==> src/include/rcdfr_consts.svh <==
// Offsets, field positions, reset values and timing counts of the reset cause block
`ifndef RCDFR_CONSTS_SVH
`define RCDFR_CONSTS_SVH

`define RCDFR_STATUS_OFS 8'h00
`define RCDFR_FORCE_OFS 8'h01

`define RCDFR_POR_BIT 7
`define RCDFR_PIN_BIT 6
`define RCDFR_WDOG_BIT 5
`define RCDFR_BADOP_BIT 4
`define RCDFR_BADADDR_BIT 3
`define RCDFR_LOWV_BIT 1
`define RCDFR_FORCE_BIT 0

`define RCDFR_STATUS_POR 8'h82
`define RCDFR_STATUS_LOWV 8'h02
`define RCDFR_STATUS_FORCED 8'h00
`define RCDFR_STATUS_MASK 8'hfa
`define RCDFR_FORCE_READ 8'h00

`define RCDFR_CLK_NS 25
`define RCDFR_HOLD_NS 500
`define RCDFR_HOLD_CYC ((`RCDFR_HOLD_NS + `RCDFR_CLK_NS - 1) / `RCDFR_CLK_NS)

`endif

==> src/include/rcdfr_pkg.sv <==
// Types shared by the reset cause block
package rcdfr_pkg;

    typedef enum logic [0:0] {
        RCDFR_ST_RUN = 1'b0,
        RCDFR_ST_HOLD = 1'b1
    } rcdfr_state_t;

endpackage

==> src/design/rcdfr_top.sv <==
// Reset cause status register and background debug force reset control
`timescale 1ns/10ps
`include "rcdfr_consts.svh"

module rcdfr_top #(
    parameter int HOLD_CYC = `RCDFR_HOLD_CYC
) (
    input wire logic i_clk_sys,
    input wire logic i_rst_n,
    input wire logic [7:0] i_addr,
    input wire logic i_wr,
    input wire logic i_wr_from_bdc,
    input wire logic [7:0] i_wdata,
    input wire logic i_rd,
    input wire logic i_lv_trip,
    input wire logic i_low_voltage_reset_enable,
    input wire logic i_reset_pin_n,
    input wire logic i_wdog_timeout,
    input wire logic i_watchdog_enable,
    input wire logic i_undef_opcode,
    input wire logic i_stop_exec,
    input wire logic i_stop_enable,
    input wire logic i_background_instruction_exec,
    input wire logic i_background_mode_enable,
    input wire logic i_illegal_addr,
    input wire logic i_background_mode_select_pin,
    output logic [7:0] o_rdata,
    output logic o_wdog_restart,
    output logic o_sys_reset,
    output logic o_active_background_mode
);
    import rcdfr_pkg::*;

    // Upper limit keeps the hold check inside a plain delay range
    if (HOLD_CYC < 1 || HOLD_CYC > 1000) begin
        $error("reset hold must last between one and 1000 cycles");
    end

    rcdfr_state_t state_q;
    rcdfr_state_t state_d;
    logic [7:0] status_q;
    logic [7:0] status_d;
    logic [7:0] rdata_q;
    logic [7:0] rdata_d;
    logic wdog_restart_q;
    logic wdog_restart_d;
    logic sys_reset_q;
    logic sys_reset_d;
    logic abm_q;
    logic abm_d;

    logic src_lowv;
    logic src_pin;
    logic src_wdog;
    logic src_badop;
    logic src_badaddr;
    logic src_other;
    logic status_wr;
    logic force_wr;
    logic entry;
    logic hold_done;

    // Qualified reset sources
    assign src_lowv = i_lv_trip & i_low_voltage_reset_enable;
    assign src_pin = ~i_reset_pin_n;
    assign src_wdog = i_wdog_timeout & i_watchdog_enable;
    assign src_badop = i_undef_opcode | (i_stop_exec & ~i_stop_enable)
                     | (i_background_instruction_exec & ~i_background_mode_enable);
    assign src_badaddr = i_illegal_addr;
    assign src_other = src_pin | src_wdog | src_badop | src_badaddr;

    assign status_wr = i_wr & (i_addr == `RCDFR_STATUS_OFS);
    // User program writes never reach the force bit
    assign force_wr = i_wr & i_wr_from_bdc & (i_addr == `RCDFR_FORCE_OFS)
                    & i_wdata[`RCDFR_FORCE_BIT];

    // Sources are sampled only on entry; those seen during the hold are ignored
    assign entry = (state_q == RCDFR_ST_RUN) & (src_lowv | src_other | force_wr);

    rcdfr_hold_timer #(
        .HOLD_CYC(HOLD_CYC)
    ) u_hold (
        .i_clk_sys(i_clk_sys),
        .i_rst_n(i_rst_n),
        .i_start(entry),
        .o_done(hold_done)
    );

    // Reset sequencing and cause capture
    always_comb begin
        state_d = state_q;
        status_d = status_q;
        abm_d = abm_q;
        unique case (state_q)
            RCDFR_ST_RUN: begin
                if (entry) begin
                    state_d = RCDFR_ST_HOLD;
                    if (src_lowv) begin
                        status_d = `RCDFR_STATUS_LOWV;
                    end else if (src_other) begin
                        status_d = 8'h00;
                        status_d[`RCDFR_PIN_BIT] = src_pin;
                        status_d[`RCDFR_WDOG_BIT] = src_wdog;
                        status_d[`RCDFR_BADOP_BIT] = src_badop;
                        status_d[`RCDFR_BADADDR_BIT] = src_badaddr;
                    end else begin
                        status_d = `RCDFR_STATUS_FORCED;
                    end
                end
            end
            RCDFR_ST_HOLD: begin
                if (hold_done) begin
                    state_d = RCDFR_ST_RUN;
                    // Mode pin level at release picks user or background mode
                    abm_d = ~i_background_mode_select_pin;
                end
            end
        endcase
        sys_reset_d = (state_d == RCDFR_ST_HOLD);
    end

    // Register reads and watchdog restart
    always_comb begin
        rdata_d = rdata_q;
        if (i_rd) begin
            if (i_addr == `RCDFR_STATUS_OFS) begin
                rdata_d = status_q & `RCDFR_STATUS_MASK;
            end else if (i_addr == `RCDFR_FORCE_OFS) begin
                rdata_d = `RCDFR_FORCE_READ;
            end else begin
                rdata_d = 8'h00;
            end
        end
        wdog_restart_d = status_wr;
    end

    always_ff @(posedge i_clk_sys) begin
        if (!i_rst_n) begin
            state_q <= RCDFR_ST_RUN;
            status_q <= `RCDFR_STATUS_POR;
            rdata_q <= 8'h00;
            wdog_restart_q <= 1'b0;
            sys_reset_q <= 1'b0;
            abm_q <= 1'b0;
        end else begin
            state_q <= state_d;
            status_q <= status_d;
            rdata_q <= rdata_d;
            wdog_restart_q <= wdog_restart_d;
            sys_reset_q <= sys_reset_d;
            abm_q <= abm_d;
        end
    end

    assign o_rdata = rdata_q;
    assign o_wdog_restart = wdog_restart_q;
    assign o_sys_reset = sys_reset_q;
    assign o_active_background_mode = abm_q;
endmodule

==> src/design/rcdfr_hold_timer.sv <==
// Down counter that times how long the system reset request is held
`timescale 1ns/10ps
module rcdfr_hold_timer #(
    parameter int HOLD_CYC = 20
) (
    input wire logic i_clk_sys,
    input wire logic i_rst_n,
    input wire logic i_start,
    output logic o_done
);
    localparam int CW = $clog2(HOLD_CYC + 1);

    if (HOLD_CYC < 1) begin
        $error("hold count must be at least one cycle");
    end

    logic [CW-1:0] count_q;
    logic [CW-1:0] count_d;
    logic busy_q;
    logic busy_d;
    logic done_q;
    logic done_d;

    always_comb begin
        count_d = count_q;
        busy_d = busy_q;
        done_d = 1'b0;
        if (i_start) begin
            count_d = CW'(HOLD_CYC - 1);
            busy_d = 1'b1;
        end else if (busy_q) begin
            if (count_q == '0) begin
                busy_d = 1'b0;
                done_d = 1'b1;
            end else begin
                count_d = count_q - CW'(1);
            end
        end
    end

    always_ff @(posedge i_clk_sys) begin
        if (!i_rst_n) begin
            count_q <= '0;
            busy_q <= 1'b0;
            done_q <= 1'b0;
        end else begin
            count_q <= count_d;
            busy_q <= busy_d;
            done_q <= done_d;
        end
    end

    assign o_done = done_q;
endmodule

==> config.mk <==
export PLATFORM = sky130hd
export DESIGN_NAME = rcdfr_top
export DESIGN_NICKNAME = d
export VERILOG_FILES = /design/src/include/rcdfr_pkg.sv /design/src/design/rcdfr_top.sv /design/src/design/rcdfr_hold_timer.sv
export VERILOG_INCLUDE_DIRS = /design/src /design/src/include
export SDC_FILE = /design/constraint.sdc
export NUM_CORES = 1
export LEC_CHECK = 0
export BUFFER_PORTS_ARGS = -buffer_cell sky130_fd_sc_hd__buf_4
export CAP_MARGIN = 20
export CORE_AREA = 3 3 50 52
export CTS_BUF_LIST = sky130_fd_sc_hd__clkbuf_4
export DETAILED_ROUTE_END_ITERATION = 10
export DIE_AREA = 0 0 53 55
export PLACE_DENSITY = 0.82
export SLEW_MARGIN = 0
export SYNTH_ARGS = -nofsm -noshare
export SYNTH_HDL_FRONTEND = slang
export SYNTH_SLANG_ARGS = --single-unit
==> constraint.sdc <==
create_clock -name i_clk_sys -period 1.8 [get_ports i_clk_sys]
set_input_delay 0.18 -clock i_clk_sys [delete_from_list [all_inputs] [get_ports i_clk_sys]]
set_output_delay 0.18 -clock i_clk_sys [all_outputs]
set_load 0.01 [all_outputs]
==> results.rst <==
.. list-table::
   :header-rows: 1

   * - Metric
     - Value
   * - Area of the die
     - 2920 um2
   * - Clock tree from TritonCTS
     - done
   * - Depth of the worst register-to-register path
     - 6
   * - Mapped Avg Cell Area
     - 9.05 um2
   * - Leak
     - 0.570 nW
   * - Status
     - completed
   * - Post-detailed-route via-to-cell ratio
     - 5.15
   * - CTS Root Cell
     - clkbuf_4
   * - Critical path class
     - flop to flop
   * - Post-CTS sizing
     - 0
   * - Final worst-path setup slack
     - 0.200 ns
   * - Syn-to-layout area delta
     - 27.6%
   * - Effective utilization at floorplan
     - 46.4%
   * - Count of buffers inserted at the top-level ports
     - 34
   * - Share of synthesized registers carrying an async set or reset
     - 0%
   * - Top FF cell, synth
     - dfxtp_1
   * - Global-route wire length before repair
     - 3.22 mm
   * - Total standard cell area after synthesis
     - 996 um2
   * - Synthesis warning total
     - 0
   * - Capturing point of the worst reg2reg path
     - u_hold.count_q[1]
   * - Highest cell delay on the worst timing path
     - 0.47 ns
   * - Final Net Count
     - 177
   * - Critical Path End Type
     - flop
   * - Clk slew on worst S/H paths
     - 0.12 ns
   * - Die X
     - 53 um
   * - Yosys top cell area share
     - 44.2%
   * - Area after detailed placement
     - 1250 um2
   * - Final GP Congestion
     - 0.802
   * - Number of rows created at floorplan
     - 17
   * - Antenna violations before repair
     - 0
   * - EDFF count, synth
     - 0
   * - Filler cells
     - 201
   * - Commonest non-fill, non-tap cell in the layout
     - buf_4
   * - Largest buffer count on any clock path
     - 2
   * - I/O pins
     - 44
   * - Setup fix buffers added after clock tree synthesis
     - 0
   * - Maximum level of the CTS H-tree
     - 1
   * - MaxCap Viol Count
     - 0
   * - Worst-path cell chain
     - inv_1 > ha_1 > or4b_1 > nand2_1 > mux2i_1 > o21a_1
   * - Remaining global-route overflow
     - 0
   * - Type of the tightest min-delay check
     - input pin to flop
   * - Clock buffers created by TritonCTS
     - 3
   * - Count of TritonRoute iterations in the first routing pass
     - 4
   * - R2R setup slack
     - 0.20 ns
   * - Worst Path Required
     - 2.06 ns
   * - Maximum operating frequency
     - 0.625 GHz
   * - Die height
     - 55 um
   * - Main area contributors after synthesis
     - dfxtp_1 (44%), a21oi_1 (4.0%), nand2_1 (3.8%)
   * - Drt drc
     - 0
   * - Instance count along the most critical hold path
     - 2
   * - Synthesized instance count
     - 110
   * - Maximum number of pins on one net before global-route repair
     - 17
   * - Half-perimeter wire length after placement
     - 1.60 mm
   * - Area used by multi-input combinational logic
     - 484 um2
   * - Slowest cell on the critical path
     - or4b_1
   * - Sort of element at the start of the critical path
     - flop
   * - Slew Viols, Final
     - 0
   * - Worst reg2reg startpoint
     - u_hold.count_q[0]
   * - Quantity of hold-fixing buffers added after cts
     - 0
   * - Leading area contributor after synthesis
     - dfxtp_1
   * - Origin of the worst min-delay path
     - i_background_mode_select_pin
   * - Antenna diodes
     - 0
   * - Setup Slack @ Placement
     - 0.156 ns
   * - Average detailed-routed wire length per instance
     - 12.1 um
   * - Post-route antenna net violation count
     - 0
   * - Synth unique cells
     - 38
   * - Setup TNS after final layout
     - 0 ns
   * - Sequential element share of the synthesized area
     - 44.2%
   * - Pwr/cell area
     - 699 nW/um2
   * - Share of final-layout standard cells stronger than drive strength 1
     - 29.1%
   * - Final critical-path required period
     - 1.60 ns
   * - Final Hold Viols
     - 0
   * - Unrepaired setup endpoints after global routing
     - false
   * - Clock net sink count
     - 22
   * - DRT Wirelength
     - 2.05 mm
   * - Maximum fanout along the worst path
     - 4
   * - Final std cell area, no fill
     - 1270 um2
   * - Worst voltage drop across the vdd grid
     - 0.393 mV
   * - Overall global routing resource usage
     - 15.1%
   * - Hold-critical path endpoint
     - o_active_background_mode
   * - Total number of vias
     - 871
   * - Iter 0 DRT Violations
     - 8
   * - Number of setup violations in the final report
     - 0
   * - Arr. time, crit path
     - 1.86 ns
   * - Core footprint
     - 2150 um2
   * - Sequential cell area
     - 440 um2
   * - Worst-Skew Late Latency
     - 0.30 ns
   * - Part of the cycle the worst path needs
     - 88.9%
   * - Setup clock skew after layout
     - 0.00757 ns
   * - Vias in the first global route
     - 775
   * - Flip-flop and latch count after synthesis
     - 22
   * - Commonest cells after routing, fill and taps aside
     - buf_4 (34), dfxtp_1 (22), nand2_1 (10), inv_1 (9), a21oi_1 (8)
cells in the mapped netlist (2+ instances only):
library cell,count
buf_4,2
nor3_1,5
inv_1,9
a21oi_1,8
nand3_1,2
nand2b_1,2
nor2_1,7
and2_1,2
nand2_1,10
o21a_1,4
clkbuf_1,4
dfxtp_1,22
nor2b_1,6
mux2i_1,3
power by group:
| group | internal, W | total (W) | switching [W] |
|---|---|---|---|
| Combinational | 0.0000794 | 0.000149 | 0.0000692 |
| Clock | 0.0000780 | 0.000216 | 0.000138 |
| Sequential | 0.000509 | 0.000525 | 0.0000157 |
| Total | 0.000666 | 0.000889 | 0.000223 |
state kept, by name, summed over array words and instances (netlist names):
register	flops
o_wdog_restart	1
o_active_background_mode	1
u_hold.count_q	5
status_q	6
u_hold.o_done	1
u_hold.busy_q	1
o_sys_reset	1
o_rdata	6
critical path: cells and delay by family (launching register included):
family	cells	cell delay (ns)
DFF	1	0.35
adders and majority gates	1	0.17
buffers and inverters	1	0.06
muxes	1	0.20
AOI/OAI and AO/OA	1	0.12
and+or+nand+nor	2	0.65
layer usage:
metal  vias to the layer above  global-route usage (%)  routed length (um)  part of all wire, %
met3                         4                    3.22                 180                  8.8
met4                         0                    6.38                  21                  1.0
li1                        434                       -                   -                    -
met5                         -                       0                   0                    0
met1                       400                    17.5                 869                   42
met2                        33                    26.9                 975                   48
worst max path at each step:
stage | cells past startpoint | end | start | slack (ns)
after floorplan | 6 | u_hold.count_q[1] | u_hold.count_q[0] | 0.33
after global placement | 5 | status_q[1] | i_addr[1] | 0.21
after detailed placement | 5 | status_q[1] | i_addr[1] | 0.16
after CTS | 6 | u_hold.count_q[1] | u_hold.count_q[0] | 0.19
after global routing | 6 | u_hold.count_q[1] | u_hold.count_q[1] | 0.07
final | 6 | u_hold.count_q[1] | u_hold.count_q[0] | 0.20
final cells by class:
cell class | count | share of cell area [%]
Timing Repair Buffer | 34 | 20.1
Clock buffer | 3 | 1.77
Inverter | 9 | 2.66
Tap cell | 28 | 2.76
Sequential cell | 22 | 34.6
Multi-Input combinational cell | 73 | 38.1
cell families (layout without fill, tap and decap cells):
| logic type | after synthesis | in the layout | share of synthesized area, % |
|---|---|---|---|
| other | 1 | 2 | 0.377 |
| XOR/XNOR | 2 | 2 | 1.76 |
| flip-flops | 22 | 22 | 44.2 |
| AO/OA/AOI/OAI | 21 | 21 | 16.3 |
| multiplexers | 3 | 3 | 3.02 |
| buffers and inverters | 16 | 46 | 7.54 |
| AND/OR/NAND/NOR | 44 | 44 | 25.5 |
| adder cells (fa/ha/maj) | 1 | 1 | 1.26 |
stage by stage:
stage	std cells	utilization [%]	power, W	hold slack (ns)
floorplan	111	-	0.000623	0.257
global route	169	59.2	0.000928	0.0388
CTS	169	59.2	0.000899	0.0293
global placement	166	58.1	0.000678	0.363
detailed placement	166	58.1	0.000685	0.365
finish	169	59.2	0.000889	0.0387
Note: power is estimated with default switching activity, not from simulation.
